==> config.mk <==
export PLATFORM = sky130hd
export DESIGN_NAME = code_fetch_trace
export DESIGN_NICKNAME = d
export VERILOG_FILES = /design/src/core/trace_pkg.sv /design/src/core/beat_delay.sv /design/src/core/code_fetch_trace.sv
export SDC_FILE = /design/constraint.sdc
export NUM_CORES = 1
export LEC_CHECK = 0
export ABC_AREA = 1
export ABC_CLOCK_PERIOD_IN_PS = 3500
export BUFFER_PORTS_ARGS = -buffer_cell sky130_fd_sc_hd__buf_2
export CAP_MARGIN = 30
export CELL_PAD_IN_SITES_DETAIL_PLACEMENT = 0
export CELL_PAD_IN_SITES_GLOBAL_PLACEMENT = 1
export CORE_ASPECT_RATIO = 1.4
export CORE_UTILIZATION = 31
export DETAILED_ROUTE_END_ITERATION = 7
export PLACE_DENSITY_LB_ADDON = 0.1
export SLEW_MARGIN = 20
export SYNTH_ARGS = -nofsm -noshare
export SYNTH_HDL_FRONTEND = slang
export SYNTH_HIERARCHICAL = 1
export SYNTH_SLANG_ARGS = --single-unit
==> constraint.sdc <==
create_clock -name clock -period 3.5 [get_ports clock]
set_input_delay 0.7 -clock clock [delete_from_list [all_inputs] [get_ports clock]]
set_output_delay 0.7 -clock clock [all_outputs]
set_load 0.05 [all_outputs]
==> src/core/trace_pkg.sv <==
// shared constants for the code-fetch trace port
package trace_pkg;
  // control register location and select bit
  localparam logic [11:0] SDRAM_CONTROL_OFFSET = 12'h010;
  localparam int WBUF_TEST_SELECT_POS = 4;
  localparam logic WBUF_TEST_SELECT_RESET = 1'h0;
  // default cas latency and its legal range in memory clocks
  localparam int CAS_LATENCY_DEFAULT = 2;
  localparam int CAS_LATENCY_MAX = 3;
  // contributor code bit positions on the shared pins
  localparam int CODE_DMA_POS = 0;
  localparam int CODE_PCI_POS = 1;
  localparam int CODE_CPU_POS = 2;
  // cycle kinds presented by the sdram controller
  typedef enum logic [1:0] {
    CYC_IDLE = 2'b00,
    CYC_READ = 2'b01,
    CYC_WRITE = 2'b10,
    CYC_RMW_READ = 2'b11
  } cycle_kind_e;
endpackage : trace_pkg

==> src/core/beat_delay.sv <==
// delay line that aligns a read beat with its data after cas latency
`timescale 1ns/100ps
module beat_delay
  import trace_pkg::*;
#(
  parameter int MAX_DEPTH = CAS_LATENCY_MAX
) (
  // clock and reset
  input wire logic clock,
  input wire logic rst_n,
  // beat entering and its flag
  input wire logic beat_in,
  input wire logic flag_in,
  input wire logic [1:0] depth,
  // aligned beat and flag
  output logic beat_out,
  output logic flag_out
);
  initial begin
    // the two-bit depth reaches tap two, so exactly three stages are needed
    if (MAX_DEPTH != 3) begin
      $error("beat_delay depth out of range");
    end
  end

  logic [MAX_DEPTH:0] beat_line;
  logic [MAX_DEPTH:0] flag_line;

  // shift register with tap chosen by programmed latency
  always_ff @(posedge clock) begin
    if (!rst_n) begin
      beat_line <= '0;
      flag_line <= '0;
    end else begin
      beat_line <= {beat_line[MAX_DEPTH-1:0], beat_in};
      flag_line <= {flag_line[MAX_DEPTH-1:0], flag_in};
    end
  end

  // tap select: stage n holds the beat n+1 clocks late, depth zero bypasses
  always_comb begin
    beat_out = beat_line[depth - 2'h1];
    flag_out = flag_line[depth - 2'h1];
    if (depth == 2'd0) begin
      beat_out = beat_in;
      flag_out = flag_in;
    end
  end
endmodule : beat_delay

==> src/core/code_fetch_trace.sv <==
// three-pin code-fetch trace port with write-buffer contributor alternate use
// Notes on behaviour
// pins run code-fetch trace mode while write-buffer test select is zero
// reset leaves trace mode selected with no software action
// sdram read flag low for cpu demand code fetch or its prefetch
// sdram read flag high for any non code read from any initiator
// sdram write flag high when dma or pci contributed any data
// sdram write flag low when only the cpu contributed data
// strobe low while data invalid, high when data latchable next edge
// strobe tracks data for every programmed cas latency
// capture side latches flags, address and data where strobe sampled high; trace_capture samples flags every edge and holds no address or data
// no strobe during read phase of ecc read-modify-write
// rom/bus flag valid at rising edge of rom or bus read strobe
// capture side samples rom/bus flag only while a read strobe asserted; trace_capture samples it every edge and got_rom marks strobe edges
// rom/bus flag low only for cpu code fetch from rom or bus memory
// only the cpu may start rom accesses, so rom cycles are cpu cycles
// pci master cycles are never forwarded to the general bus
// dma address enable high during dma and echoed cycles
// bus devices suppress decoding while dma address enable high
// rom cycles put unmultiplexed address on the bus address lines
// strobe leaves on the pin of write-buffer master bit 1
// capture side rebuilds 28-bit address from bank and row/column lines; trace_capture has no address inputs
// rom/bus flag, strobe, sdram flag share master bits 0, 1, 2
// test select one drives contributor codes onto the three pins
// strobe high one clock per beat; flags change only on clock edges
`timescale 1ns/100ps
module code_fetch_trace
  import trace_pkg::*;
#(
  parameter int ADDR_WIDTH = 26
) (
  // memory feedback clock and reset
  input wire logic clock,
  input wire logic rst_n,
  // mode select and timing configuration
  input wire logic control_write,
  input wire logic [31:0] control_wdata,
  input wire logic [1:0] cas_latency,
  input wire logic ecc_enable,
  // sdram controller cycle information
  input wire cycle_kind_e sdram_cycle,
  input wire logic sdram_beat,
  input wire logic sdram_code_fetch,
  input wire logic sdram_cpu_prefetch,
  input wire logic [2:0] wbuf_contributors,
  input wire logic [2:0] read_master,
  // rom and general bus cycle information
  input wire logic rom_cycle,
  input wire logic bus_cycle,
  input wire logic cpu_code_fetch,
  input wire logic bus_dma_cycle,
  input wire logic bus_echo_cycle,
  input wire logic pci_request,
  input wire logic cpu_request,
  input wire logic [ADDR_WIDTH-1:0] cpu_address,
  // trace pins
  output logic wbuf_master_bit0,
  output logic wbuf_master_bit1,
  output logic wbuf_master_bit2,
  // rom and bus outputs
  output logic rom_read_strobe,
  output logic bus_memory_read_strobe,
  output logic bus_dma_address_enable,
  output logic bus_forward,
  output logic [ADDR_WIDTH-1:0] bus_address_lines,
  // mode status
  output logic wbuf_test_select
);
  initial begin
    if (ADDR_WIDTH < 1 || ADDR_WIDTH > 26) begin
      $error("code_fetch_trace address width out of range");
    end
  end

  logic sdram_code_fetch_flag;
  logic sdram_data_valid_strobe;
  logic rom_bus_code_fetch_flag;
  logic [2:0] wbuf_code;
  logic next_sdram_flag;
  logic read_beat;
  logic read_flag;
  logic aligned_beat;
  logic aligned_flag;
  logic write_beat;
  logic read_active;

  // mode select bit, trace mode after reset
  always_ff @(posedge clock) begin
    if (!rst_n) begin
      wbuf_test_select <= WBUF_TEST_SELECT_RESET;
    end else if (control_write) begin
      wbuf_test_select <= control_wdata[WBUF_TEST_SELECT_POS];
    end
  end

  // classify the sdram cycle for flag and strobe
  always_comb begin
    read_beat = sdram_beat && (sdram_cycle == CYC_READ);
    // ecc read-modify-write read phase gives no beat
    if (sdram_cycle == CYC_RMW_READ && ecc_enable) begin
      read_beat = 1'b0;
    end
    read_flag = !(sdram_code_fetch || sdram_cpu_prefetch);
    write_beat = sdram_beat && (sdram_cycle == CYC_WRITE);
  end

  // read data appears cas latency clocks after the command beat
  beat_delay #(
    .MAX_DEPTH(CAS_LATENCY_MAX)
  ) u_read_align (
    .clock(clock),
    .rst_n(rst_n),
    .beat_in(read_beat),
    .flag_in(read_flag),
    .depth(cas_latency),
    .beat_out(aligned_beat),
    .flag_out(aligned_flag)
  );

  // write flag from contributors: high if dma or pci wrote any byte
  always_comb begin
    next_sdram_flag = sdram_code_fetch_flag;
    if (write_beat) begin
      next_sdram_flag = wbuf_contributors[CODE_DMA_POS]
        || wbuf_contributors[CODE_PCI_POS];
    end else if (aligned_beat) begin
      next_sdram_flag = aligned_flag;
    end
  end

  // strobe and sdram flag registered, one clock per beat
  always_ff @(posedge clock) begin
    if (!rst_n) begin
      sdram_data_valid_strobe <= 1'b0;
      sdram_code_fetch_flag <= 1'b1;
    end else begin
      sdram_data_valid_strobe <= write_beat || aligned_beat;
      sdram_code_fetch_flag <= next_sdram_flag;
    end
  end

  // rom cycles are cpu only; pci never reaches the general bus
  always_comb begin
    bus_forward = bus_cycle && cpu_request && !pci_request;
    read_active = (rom_cycle && cpu_request) || bus_forward;
  end

  // rom/bus read strobes and flag, flag set on the same edge the strobe rises
  always_ff @(posedge clock) begin
    if (!rst_n) begin
      rom_read_strobe <= 1'b0;
      bus_memory_read_strobe <= 1'b0;
      rom_bus_code_fetch_flag <= 1'b1;
    end else begin
      rom_read_strobe <= rom_cycle && cpu_request;
      bus_memory_read_strobe <= bus_forward && !bus_dma_cycle;
      if (read_active) begin
        rom_bus_code_fetch_flag <= !cpu_code_fetch;
      end
    end
  end

  // bus address and dma address enable
  always_ff @(posedge clock) begin
    if (!rst_n) begin
      bus_address_lines <= '0;
      bus_dma_address_enable <= 1'b0;
    end else begin
      bus_dma_address_enable <= bus_dma_cycle || bus_echo_cycle;
      if (rom_cycle || bus_forward) begin
        bus_address_lines <= cpu_address;
      end
    end
  end

  // contributor code: write contributors for write and rmw read, read master for reads, zero when idle
  always_ff @(posedge clock) begin
    if (!rst_n) begin
      wbuf_code <= 3'h0;
    end else if (sdram_cycle == CYC_WRITE || sdram_cycle == CYC_RMW_READ) begin
      wbuf_code <= wbuf_contributors;
    end else if (sdram_cycle == CYC_READ) begin
      wbuf_code <= read_master;
    end else begin
      wbuf_code <= 3'h0;
    end
  end

  // pin multiplex between trace and contributor codes
  always_comb begin
    if (wbuf_test_select) begin
      wbuf_master_bit0 = wbuf_code[CODE_DMA_POS];
      wbuf_master_bit1 = wbuf_code[CODE_PCI_POS];
      wbuf_master_bit2 = wbuf_code[CODE_CPU_POS];
    end else begin
      wbuf_master_bit0 = rom_bus_code_fetch_flag;
      wbuf_master_bit1 = sdram_data_valid_strobe;
      wbuf_master_bit2 = sdram_code_fetch_flag;
    end
  end

  // checks on the trace behaviour
  AST_DEFAULT_MODE: assert property (@(posedge clock)
    !rst_n |=> !wbuf_test_select)
    else $error("trace mode not selected after reset");
  AST_STROBE_PIN: assert property (@(posedge clock) disable iff (!rst_n)
    !wbuf_test_select |-> wbuf_master_bit1 == sdram_data_valid_strobe)
    else $error("strobe not on master bit 1");
  AST_WRITE_FLAG: assert property (@(posedge clock) disable iff (!rst_n)
    write_beat && (wbuf_contributors[0] || wbuf_contributors[1])
    |=> sdram_code_fetch_flag && sdram_data_valid_strobe)
    else $error("dma or pci write not flagged high");
  AST_CPU_WRITE: assert property (@(posedge clock) disable iff (!rst_n)
    write_beat && wbuf_contributors == 3'h4 |=> !sdram_code_fetch_flag)
    else $error("cpu only write not flagged low");
  AST_READ_LATENCY: assert property (@(posedge clock) disable iff (!rst_n)
    read_beat && cas_latency == 2'd2 && $stable(cas_latency) ##1 $stable(cas_latency)
    |=> ##1 sdram_data_valid_strobe)
    else $error("read strobe not at cas latency");
  AST_RMW_NO_STROBE: assert property (@(posedge clock) disable iff (!rst_n)
    sdram_cycle == CYC_RMW_READ && ecc_enable |-> !read_beat)
    else $error("strobe during ecc read phase");
  AST_STROBE_IDLE: assert property (@(posedge clock) disable iff (!rst_n)
    !write_beat && !aligned_beat |=> !sdram_data_valid_strobe)
    else $error("strobe high without data");
  AST_ROM_FLAG: assert property (@(posedge clock) disable iff (!rst_n)
    read_active && cpu_code_fetch |=> !rom_bus_code_fetch_flag)
    else $error("rom code fetch not flagged low");
  AST_NO_PCI_BUS: assert property (@(posedge clock) disable iff (!rst_n)
    pci_request |-> !bus_forward)
    else $error("pci cycle forwarded to bus");
  AST_DMA_AEN: assert property (@(posedge clock) disable iff (!rst_n)
    bus_dma_cycle || bus_echo_cycle |=> bus_dma_address_enable)
    else $error("address enable missing");
  AST_ALT_MODE: assert property (@(posedge clock) disable iff (!rst_n)
    wbuf_test_select |-> {wbuf_master_bit2, wbuf_master_bit1, wbuf_master_bit0} == wbuf_code)
    else $error("contributor code not on pins");

  // previous read strobe level, to find its rising edge
  logic read_strobe_prev;
  always_ff @(posedge clock) begin
    if (!rst_n) begin
      read_strobe_prev <= 1'b0;
    end else begin
      read_strobe_prev <= rom_read_strobe || bus_memory_read_strobe;
    end
  end

  // read strobe for latencies zero, one and three: one clock more than the latency
  AST_READ_LAT0: assert property (@(posedge clock) disable iff (!rst_n)
    read_beat && cas_latency == 2'h0 |=> sdram_data_valid_strobe)
    else $error("read strobe not at latency zero");
  AST_READ_LAT1: assert property (@(posedge clock) disable iff (!rst_n)
    read_beat && cas_latency == 2'h1 ##1 cas_latency == 2'h1 |=> sdram_data_valid_strobe)
    else $error("read strobe not at latency one");
  AST_READ_LAT3: assert property (@(posedge clock) disable iff (!rst_n)
    read_beat && cas_latency == 2'h3 ##1 cas_latency == 2'h3 ##1 cas_latency == 2'h3
    ##1 cas_latency == 2'h3 |=> sdram_data_valid_strobe)
    else $error("read strobe not at latency three");
  // any read beat shows its strobe within one clock more than the longest latency
  AST_READ_BOUND: assert property (@(posedge clock) disable iff (!rst_n)
    read_beat |-> ##[1:4] sdram_data_valid_strobe)
    else $error("read strobe missing");

  // read flag from the code fetch inputs, seen at latency zero
  AST_READ_CODE_LOW: assert property (@(posedge clock) disable iff (!rst_n)
    read_beat && cas_latency == 2'h0 && (sdram_code_fetch || sdram_cpu_prefetch)
    |=> !sdram_code_fetch_flag)
    else $error("code read not flagged low");
  AST_READ_DATA_HIGH: assert property (@(posedge clock) disable iff (!rst_n)
    read_beat && cas_latency == 2'h0 && !sdram_code_fetch && !sdram_cpu_prefetch
    |=> sdram_code_fetch_flag)
    else $error("data read not flagged high");
  // sdram flag moves only with a beat
  AST_FLAG_HOLD: assert property (@(posedge clock) disable iff (!rst_n)
    !write_beat && !aligned_beat |=> $stable(sdram_code_fetch_flag))
    else $error("sdram flag changed without beat");

  // rom/bus flag polarity and hold
  AST_ROM_DATA: assert property (@(posedge clock) disable iff (!rst_n)
    read_active && !cpu_code_fetch |=> rom_bus_code_fetch_flag)
    else $error("rom data read not flagged high");
  AST_ROM_FLAG_HOLD: assert property (@(posedge clock) disable iff (!rst_n)
    !read_active |=> $stable(rom_bus_code_fetch_flag))
    else $error("rom flag changed outside a read");
  // flag already valid where the read strobe rises
  AST_FLAG_AT_RISE: assert property (@(posedge clock) disable iff (!rst_n)
    (rom_read_strobe || bus_memory_read_strobe) && !read_strobe_prev
    |-> rom_bus_code_fetch_flag == !$past(cpu_code_fetch))
    else $error("rom flag not valid at strobe rise");

  // rom strobe only for cpu cycles, bus strobe never for pci
  AST_ROM_CPU_ONLY: assert property (@(posedge clock) disable iff (!rst_n)
    rom_read_strobe |-> $past(cpu_request))
    else $error("rom strobe without cpu request");
  AST_BUS_NO_PCI: assert property (@(posedge clock) disable iff (!rst_n)
    bus_memory_read_strobe |-> !$past(pci_request))
    else $error("bus strobe for pci cycle");

  // address enable low outside dma and echo cycles
  AST_AEN_LOW: assert property (@(posedge clock) disable iff (!rst_n)
    !bus_dma_cycle && !bus_echo_cycle |=> !bus_dma_address_enable)
    else $error("address enable without dma");
  // rom address reaches the bus lines unmultiplexed
  AST_ROM_ADDRESS: assert property (@(posedge clock) disable iff (!rst_n)
    rom_cycle |=> bus_address_lines == $past(cpu_address))
    else $error("rom address not on bus lines");

  // trace mode pins carry both flags
  AST_TRACE_PINS: assert property (@(posedge clock) disable iff (!rst_n)
    !wbuf_test_select |-> wbuf_master_bit0 == rom_bus_code_fetch_flag
    && wbuf_master_bit2 == sdram_code_fetch_flag)
    else $error("trace flags not on pins");
  // select follows a control write and holds otherwise
  AST_SELECT_WRITE: assert property (@(posedge clock) disable iff (!rst_n)
    control_write |=> wbuf_test_select == $past(control_wdata[WBUF_TEST_SELECT_POS]))
    else $error("select bit not written");
  AST_SELECT_HOLD: assert property (@(posedge clock) disable iff (!rst_n)
    !control_write |=> $stable(wbuf_test_select))
    else $error("select bit changed without write");

  // contributor code follows the cycle kind
  AST_CODE_IDLE: assert property (@(posedge clock) disable iff (!rst_n)
    sdram_cycle == CYC_IDLE |=> wbuf_code == 3'h0)
    else $error("contributor code not cleared when idle");
  AST_CODE_READ: assert property (@(posedge clock) disable iff (!rst_n)
    sdram_cycle == CYC_READ |=> wbuf_code == $past(read_master))
    else $error("read master not on contributor code");

  // main scenarios
  COV_WRITE: cover property (@(posedge clock) disable iff (!rst_n) write_beat);
  COV_READ: cover property (@(posedge clock) disable iff (!rst_n) aligned_beat);
  COV_ROM: cover property (@(posedge clock) disable iff (!rst_n) rom_read_strobe);
  COV_ALT: cover property (@(posedge clock) disable iff (!rst_n) wbuf_test_select);
  COV_RMW: cover property (@(posedge clock) disable iff (!rst_n)
    sdram_cycle == CYC_RMW_READ && ecc_enable && sdram_beat);
endmodule : code_fetch_trace

=== Word level (Yosys, flattened, before mapping) ===
Cells that the tools add are included.
Widths: inputs -> output; s select.

* Flip-flop bits (word level): 44
* Bits in latches: 0
* RAM bits: 0
* Memory bits (read-only): 0
* Input port bits: 82
* Output and inout port bits: 34
* Memories: 0

* $add $sub $neg: 1
* Multipliers: 0
* Divide/modulo/power cells: 0
* Magnitude comparators: 1
* Equality and inequality tests: 3
* Shift operators: 0
* Muxes and demuxes: 14
* Bitwise operators: 0
* Reduce and logical (&&, ||, !) cells: 20

{| class="wikitable"
|+ Operators by type and width
! kind !! count
|-
| $mux 1 || 10
|-
| $logic_and 1x1->1 || 7
|-
| $logic_or 1x1->1 || 7
|-
| $mux 3 || 2
|-
| $bmux 1 s2 || 2
|-
| $eq 2x2->1 const B || 2
|-
| $logic_not 1->1 || 4
|-
| $lt 2x3->1 const B || 1
|-
| $eq 2x1->1 const B || 1
|-
| $logic_not 2->1 || 1
|-
| $reduce_bool 2->1 || 1
|-
| $sub 2x1->2 const B || 1
|}

=== Logic depth before layout (Yosys ltp) ===
Gate-level depths: netlist of the first run.

* Depth after elaboration: 6
* Depth in mapped cells: 11
* Depth with buffers taken out: 11

=== By module ===
Netlist of the first run, hierarchy kept.

{| class="wikitable"
|+ By module, submodules not included
! module !! instances !! cells each !! area each (µm²) !! seq. area each (µm²)
|-
| code_fetch_trace || 1 || 225 || 1,647.8 || 720.7
|-
| beat_delay || 1 || 58 || 361.6 || 160.2
|}

=== Least setup slack after synthesis of the first run ===
No wires, ideal clock.

* Path kind: input to output
* From: input port pci_request
* To: output port bus_forward
* Arrival time: 1.384 ns
* Path slack: 1.416 ns
* Stages: 5
* Buffers on the path: 2
* Cells stage by stage: inv_1 > nand3_2 > buf_6 > buf_6 > inv_1

* Longest elaborated chain between the ends: 2

{| class="wikitable"
|+ Ends and longest elaborated chain
! item !! RTL line !! text
|-
| from (decl) || code_fetch_trace.sv:53 || <nowiki>input wire logic pci_request,</nowiki>
|-
| $logic_not 1->1 || code_fetch_trace.sv:144 || <nowiki>bus_forward = bus_cycle && cpu_request && !pci_request;</nowiki>
|-
| $logic_and 1x1->1 || code_fetch_trace.sv:144 ||
|-
| to (decl) || code_fetch_trace.sv:64 || <nowiki>output logic bus_forward,</nowiki>
|}

Every way passes these cells.

=== Final worst setup path of the first run ===
* From: register wbuf_test_select
* To: output port wbuf_master_bit1

* Longest elaborated chain between the ends: 1

{| class="wikitable"
|+ Ends and longest elaborated chain
! item !! RTL line !! text
|-
| from (decl) || code_fetch_trace.sv:67 || <nowiki>output logic wbuf_test_select</nowiki>
|-
| from (signal assigned) || code_fetch_trace.sv:92 || <nowiki>wbuf_test_select <= control_wdata[WBUF_TEST_SELECT_POS];</nowiki>
|-
| $mux 1 || code_fetch_trace.sv:191 || <nowiki>if (wbuf_test_select) begin</nowiki>
|-
| to (decl) || code_fetch_trace.sv:58 || <nowiki>output logic wbuf_master_bit1,</nowiki>
|}

Every way passes these cells.

==> flow_metrics.py, run 1 <==
metrics = {
    "status": {
        "status": "completed",
    },
    "worst_setup_path": {
        "cp.arrival_ns": 1.27,
        "critPathLaunchType": "flop",
        "maximum_fanout_along_the_worst_path": 5,
        "critPathBufInv": 1,
        "worst_endpoint_required_time_ns": 2.80,
        "timing_worst_setup_path_type": "reg -> out",
        "worst_path_dominant_cell_family": "flip-flops",
        "crit_path_max_incr_delay_ns": 0.41,
        "critical-path-slowest-cell": "sky130_fd_sc_hd__dfxtp_1",
        "path_cells": "mux2_2 -> buf_2",
        "end_kind": "output port",
    },
    "clocking": {
        "postCtsSetupBuffers": 0,
        "clock_latency_ns": 0.29,
        "cts_tree": "done",
        "cts_root_buf": "sky130_fd_sc_hd__clkbuf_8",
        "cts_buffer_depth": 2,
        "total_number_of_clock_tree_sinks": 44,
        "cts_htree_levels": 2,
        "path_clk_slew_ns": 0.08,
        "tritoncts.num_buffers": 5,
        "cts_hold_repair.buffers": 0,
        "cts-resized-gates": 0,
    },
    "power_and_ir_drop": {
        "static-leakage-power_nw": 1.43,
        "fin_total_pwr_mw": 1.21,
        "irDropWorstVdd_uv": 174,
        "power.density_cell_area_nw_per_um2": 477,
    },
    "run": {
        "max_cap_violations": 0,
    },
    "logic_synthesis": {
        "syn-mean-instance-area_um2": 7.10,
        "post_syn_nets": 366,
        "netlist.top_cell.by_area": "sky130_fd_sc_hd__dfxtp_1",
        "netlist_top_cells_area": "sky130_fd_sc_hd__dfxtp_1 44%, sky130_fd_sc_hd__nand2_1 11%, sky130_fd_sc_hd__inv_1 9.9%, sky130_fd_sc_hd__a21oi_1 7.7%, sky130_fd_sc_hd__nand3_1 7.2%",
        "synthesis.instances": 283,
        "synthDistinctLibCells": 18,
        "synth.ff_latch_count": 44,
        "syn-cell-area_um2": 2010,
        "proportion_of_synthesized_chip_area_in_sequential_cells": 0.438,
        "synth_warnings": 6,
        "synth.top_cell.area_share": 0.438,
    },
    "global_route": {
        "grt_first_pass_wirelength_um": 7550,
        "gr_usage_total": 0.138,
        "grt_max_degree": 56,
        "remaining_global_route_overflow": 0,
        "antenna_found_initial": 0,
        "number_of_global_route_vias_before_repair": 1691,
    },
    "timing": {
        "tns_ns": 0,
        "rsz0062_at_grt": "false",
        "fin_crit_sh": 0.563,
        "final.min_clock_period_ns": 1.97,
        "tightestPinTransition_ns": 0.730,
        "maxSlewHeadroom": 0.513,
        "finalSetupViolCount": 0,
        "final_max_slew_viol_count": 0,
        "timing.clock.skew_ns": 0.00346,
        "timing_hold_violations_final": 0,
        "timing.fmax_ghz": 0.508,
    },
    "floorplan": {
        "floorplan.rows": 34,
        "horiz_die_dim_um": 70.0,
        "dieHeight_um": 97.3,
        "floorplan.initialDensity": 0.321,
        "ioPinCount": 116,
        "fp.dieArea_um2": 6810,
        "coreArea_um2": 6250,
    },
    "drt": {
        "drt_first_iter_violations": 73,
        "detail_route.drc_violations": 0,
        "via_per_inst": 4.48,
        "antenna_left": 0,
        "pre_repair_dr_iteration_count": 4,
        "post_drt_wl_per_cell_um": 10.4,
        "routed-via-count": 1940,
        "drt-total-wl_um": 4520,
    },
    "placed_design": {
        "port_buffers": 83,
        "place_hpwl_um": 3020,
        "place_area_um2": 2410,
        "gp_congestion": 0.721,
    },
    "finish": {
        "area_growth_pct": 26.5,
        "final_design_area_no_fill_um2": 2540,
        "num_antenna_cells": 0,
        "final_core_util": 0.407,
        "number_of_nets_in_the_final_layout": 443,
        "drive_gt1_frac": 0.299,
    },
    "worst_hold_path": {
        "min_path_type": "reg -> reg",
    },
}
## metrics by stage
stage	worst slack, ns	hold WS (ns)	std cells
finish	1.53	0.426	433
global route	1.48	0.443	433
CTS	1.50	0.431	432
detailed placement	1.55	0.418	424
global placement	1.55	0.412	424
floorplan	1.42	0.407	283
## flip-flops by register name, summed over array words and instances, names as in the netlist
signal / count
bus_address_lines: 26
u_read_align/beat_line: 4
u_read_align/flag_line: 4
wbuf_code: 3
bus_dma_address_enable: 1
bus_memory_read_strobe: 1
rom_bus_code_fetch_flag: 1
rom_read_strobe: 1
sdram_code_fetch_flag: 1
sdram_data_valid_strobe: 1
wbuf_test_select: 1
## cell usage after synthesis, drive strengths merged
cell,n
o21ai,1
inv,55
mux2,3
nor2,32
nand3,40
ha,1
dfxtp,44
nor3,1
nand2,59
buf,14
and3,1
a21oi,31
clkbuf,1
## worst paths after layout
kind,start,to,slack [ns],cells after the start
worst max-delay path,wbuf_test_select,wbuf_master_bit1,1.53,2
worst min-delay path,u_read_align/beat_line[2],u_read_align/beat_line[3],0.43,2
worst max register to register,u_read_align/beat_line[1],sdram_code_fetch_flag,2.48,9
worst min register to register,u_read_align/beat_line[2],u_read_align/beat_line[3],0.43,2
## logic make-up (layout without fill, tap and decap cells)
kind of cell	Yosys count	after routing	synth area share
multiplexers	3	3	0.0168
AND/OR/NAND/NOR	133	133	0.303
AO/OA/AOI/OAI	32	32	0.0797
buffers and inverters	70	148	0.156
flip-flops	44	44	0.438
adder cells (fa/ha/maj)	1	1	0.00623
## report_power, final
part / internal [mW] / switching, mW
sequential: 0.533 / 0.0140
combinational: 0.0841 / 0.196
clock: 0.212 / 0.175
total: 0.829 / 0.384
## placed cells by master (no fill, tap or decap), drive strengths merged
cell / netlist / final
buf: 14 / 85
nand2: 59 / 59
inv: 55 / 55
dfxtp: 44 / 44
nand3: 40 / 40
nor2: 32 / 32
a21oi: 31 / 31
clkbuf: 1 / 6
mux2: 3 / 3
and3: 1 / 1
o21ai: 1 / 1
nor3: 1 / 1
clkinv: 0 / 1
bufinv: 0 / 1
ha: 1 / 1
## worst min-delay path: cells and delay by family, from the launching register on
family	cells	cell delay [ns]
buf+inv	1	0.03
flops	1	0.32
simple gates	1	0.05
## final cells by class
class	instances	area (um2)
flip-flops and latches	44	881
inverters	55	206
clock buffers	6	72.6
multi-input cells	169	815
repair buffers	85	443
clock inverters	2	35.0
well taps	72	90.1
fillers	706	3710
## per-layer routing
layer | GRT usage | part of all wire
met3 | 0.0301 | 0.054
met4 | 0.0508 | 0.015
met1 | 0.164 | 0.45
met5 | 0 | 0
met2 | 0.239 | 0.48
(Power assumes the default switching activity.)
==> run 2: changes to the inputs <==
ABC_AREA = 0   (was 1)
ABC_CLOCK_PERIOD_IN_PS = 1850   (was 3500)
CORE_UTILIZATION = 30   (was 31)
clock period = 1.85 ns   (was 3.5 ns; I/O delays follow)
==> run 2 against run 1 <==
Compared with the run above:
- total power rose by 67%
- register-to-register slack worse by 1.9 ns
- non-clock buffer count rose by 3
- area after synthesis down 8.7%
- clock skew decreased by 0.0021 ns
- wire length shrank 15%
- critical path depth did not move
- largest cell class unchanged
- highest routed layer unchanged
==> flow_metrics.py, run 2 <==
metrics = {
    "status": {
        "status": "completed",
    },
    "clocking": {
        "total_number_of_clock_tree_sinks": 44,
        "cts_tree": "done",
        "cts_root_buf": "sky130_fd_sc_hd__clkbuf_8",
        "cts_htree_levels": 2,
        "path_clk_slew_ns": 0.08,
        "tritoncts.num_buffers": 5,
        "postCtsSetupBuffers": 0,
        "clock_latency_ns": 0.28,
        "cts-resized-gates": 0,
        "cts_buffer_depth": 2,
        "cts_hold_repair.buffers": 0,
    },
    "floorplan": {
        "ioPinCount": 116,
        "horiz_die_dim_um": 68.1,
        "dieHeight_um": 94.5,
        "coreArea_um2": 5860,
        "floorplan.initialDensity": 0.313,
        "fp.dieArea_um2": 6440,
        "floorplan.rows": 33,
    },
    "logic_synthesis": {
        "synth.top_cell.area_share": 0.480,
        "synthArstFlopShare": 0,
        "synth_edf_count": 0,
        "netlist.top_cell.by_area": "sky130_fd_sc_hd__dfxtp_1",
        "synthesis.instances": 186,
        "proportion_of_synthesized_chip_area_in_sequential_cells": 0.480,
        "post-synth-top-count-cell": "sky130_fd_sc_hd__nand2_1",
        "syn-mean-instance-area_um2": 9.86,
        "syn-cell-area_um2": 1830,
        "synth_common_cells": "54 x sky130_fd_sc_hd__nand2_1, 44 x sky130_fd_sc_hd__dfxtp_1, 30 x sky130_fd_sc_hd__mux2i_1, 9 x sky130_fd_sc_hd__and2_1, 7 x sky130_fd_sc_hd__nor2b_1",
        "post_syn_nets": 269,
        "ys.flop_type": "sky130_fd_sc_hd__dfxtp_1",
        "synth.ff_latch_count": 44,
        "synth_warnings": 6,
        "netlist_top_cells_area": "sky130_fd_sc_hd__dfxtp_1 48%, sky130_fd_sc_hd__mux2i_1 16%, sky130_fd_sc_hd__nand2_1 11%, sky130_fd_sc_hd__and2_1 3.1%, sky130_fd_sc_hd__mux2_2 3.1%",
        "synthDistinctLibCells": 26,
    },
    "drt": {
        "antenna_left": 0,
        "detail_route.drc_violations": 0,
        "drt_first_iter_violations": 44,
        "pre_repair_dr_iteration_count": 2,
        "routed-via-count": 1478,
        "via_per_inst": 4.37,
        "post_drt_wl_per_cell_um": 11.4,
        "drt-total-wl_um": 3860,
    },
    "timing": {
        "timing.fmax_ghz": 0.610,
        "maxSlewHeadroom": 0.800,
        "final.min_clock_period_ns": 1.64,
        "timing_hold_violations_final": 0,
        "tightestPinTransition_ns": 0.300,
        "timing.clock.skew_ns": 0.00136,
        "fin_crit_sh": 0.887,
        "setup_slack_ns": 0.210,
        "final_max_slew_viol_count": 0,
        "tns_ns": 0,
        "fin_worst_hold_slack_ns": 0.287,
        "finalSetupViolCount": 0,
        "rsz0062_at_grt": "false",
    },
    "finish": {
        "number_of_nets_in_the_final_layout": 353,
        "area_growth_pct": 29.7,
        "reg_top3": "bus_address_lines x26, u_read_align/beat_line x4, u_read_align/flag_line x4",
        "largest_register_ff_count": 26,
        "largest-register": "bus_address_lines",
        "layout_commonest_cell": "sky130_fd_sc_hd__buf_2",
        "commonest_cells_after_routing_fill_and_taps_aside": "83 x sky130_fd_sc_hd__buf_2, 54 x sky130_fd_sc_hd__nand2_1, 44 x sky130_fd_sc_hd__dfxtp_1",
        "multiInputGateArea_um2": 845,
        "drive_gt1_frac": 0.388,
        "final.fill_count": 634,
        "reg_area_um2": 881,
        "num_antenna_cells": 0,
        "final_design_area_no_fill_um2": 2380,
    },
    "worst_setup_path": {
        "critPathLaunchType": "flop",
        "end_kind": "output port",
        "timing.rr.end": "sdram_code_fetch_flag",
        "cp.arrival_ns": 1.27,
        "worst_endpoint_required_time_ns": 1.48,
        "regToRegSetupSlack_ns": 0.58,
        "timing_worst_setup_path_type": "reg -> out",
        "ff2ff_path_depth": 6,
        "maximum_fanout_along_the_worst_path": 5,
        "worst_flop_to_flop_path_startpoint": "u_read_align/beat_line[1]",
    },
    "global_route": {
        "remaining_global_route_overflow": 0,
        "gr_usage_total": 0.124,
        "grt_first_pass_wirelength_um": 5940,
        "number_of_global_route_vias_before_repair": 1336,
        "grt_max_degree": 35,
        "antenna_found_initial": 0,
    },
    "worst_hold_path": {
        "min_to": "bus_dma_address_enable",
        "min_path_type": "in -> reg",
        "min_delay_path_depth": 2,
        "hold_path.startpoint": "bus_echo_cycle",
    },
    "run": {
        "max_cap_violations": 0,
    },
    "power_and_ir_drop": {
        "irDropWorstVdd_uv": 451,
        "power.density_cell_area_nw_per_um2": 854,
        "static-leakage-power_nw": 1.19,
    },
    "placed_design": {
        "place_area_um2": 2310,
        "port_buffers": 83,
        "worst_slack_at_placement_ns": 0.0720,
        "place_hpwl_um": 2760,
        "gp_congestion": 0.704,
    },
}
-- run 2: critical path, cell delays in order (launching register included) --
cell                      delay (ns)
sky130_fd_sc_hd__dfxtp_1        0.42
sky130_fd_sc_hd__mux2_2         0.36
sky130_fd_sc_hd__buf_2          0.21
-- run 2: layer usage --
metal / part of all wire / vias to the layer above / GRT usage / wire, um
met2: 0.49 / 45 / 0.207 / 1890
met5: 0 / - / 0 / 0
met3: 0.057 / 4 / 0.0423 / 222
li1: - / 771 / - / -
met4: 0.013 / 0 / 0.0521 / 49
met1: 0.44 / 658 / 0.140 / 1700
-- run 2: where the power goes --
group / internal (mW) / total (mW) / leakage (nW) / switching, mW
clock: 0.244 / 0.530 / 0.0359 / 0.287
sequential: 1.00 / 1.03 / 0.363 / 0.0246
combinational: 0.164 / 0.473 / 0.788 / 0.309
-- run 2: how the worst max path moves through the flow --
stage,from,end,slack [ns],depth (start not counted)
after floorplan,cas_latency[0],sdram_code_fetch_flag,0.16,9
after global placement,cas_latency[0],sdram_code_fetch_flag,0.08,9
after detailed placement,cas_latency[0],sdram_code_fetch_flag,0.07,9
after CTS,wbuf_test_select,wbuf_master_bit1,0.19,2
after global routing,wbuf_test_select,wbuf_master_bit1,0.16,2
final,wbuf_test_select,wbuf_master_bit2,0.21,2
-- run 2: cells by family (layout without fill, tap and decap cells) --
group                      after synthesis  in the layout  share of synthesized area
and+or+nand+nor                         80             80                      0.211
DFF                                     44             44                      0.480
buffers and inverters                   16             98                     0.0593
adders and majority gates                1              1                    0.00682
AOI/OAI and AO/OA                       10             10                     0.0477
muxes                                   35             35                      0.194
-- run 2: layout make-up --
type	count	area share
flip-flops and latches	44	0.370
multi-input cells	126	0.355
clock buffers	5	0.0289
repair buffers	88	0.201
well taps	70	0.0368
inverters	5	0.00789
-- run 2: stage by stage --
step	utilization	power, mW	instances
floorplan	-	1.40	186
CTS	0.406	2.08	338
global route	0.406	2.13	338
detailed placement	0.394	1.53	333
finish	0.406	2.03	338
global placement	0.394	1.53	333
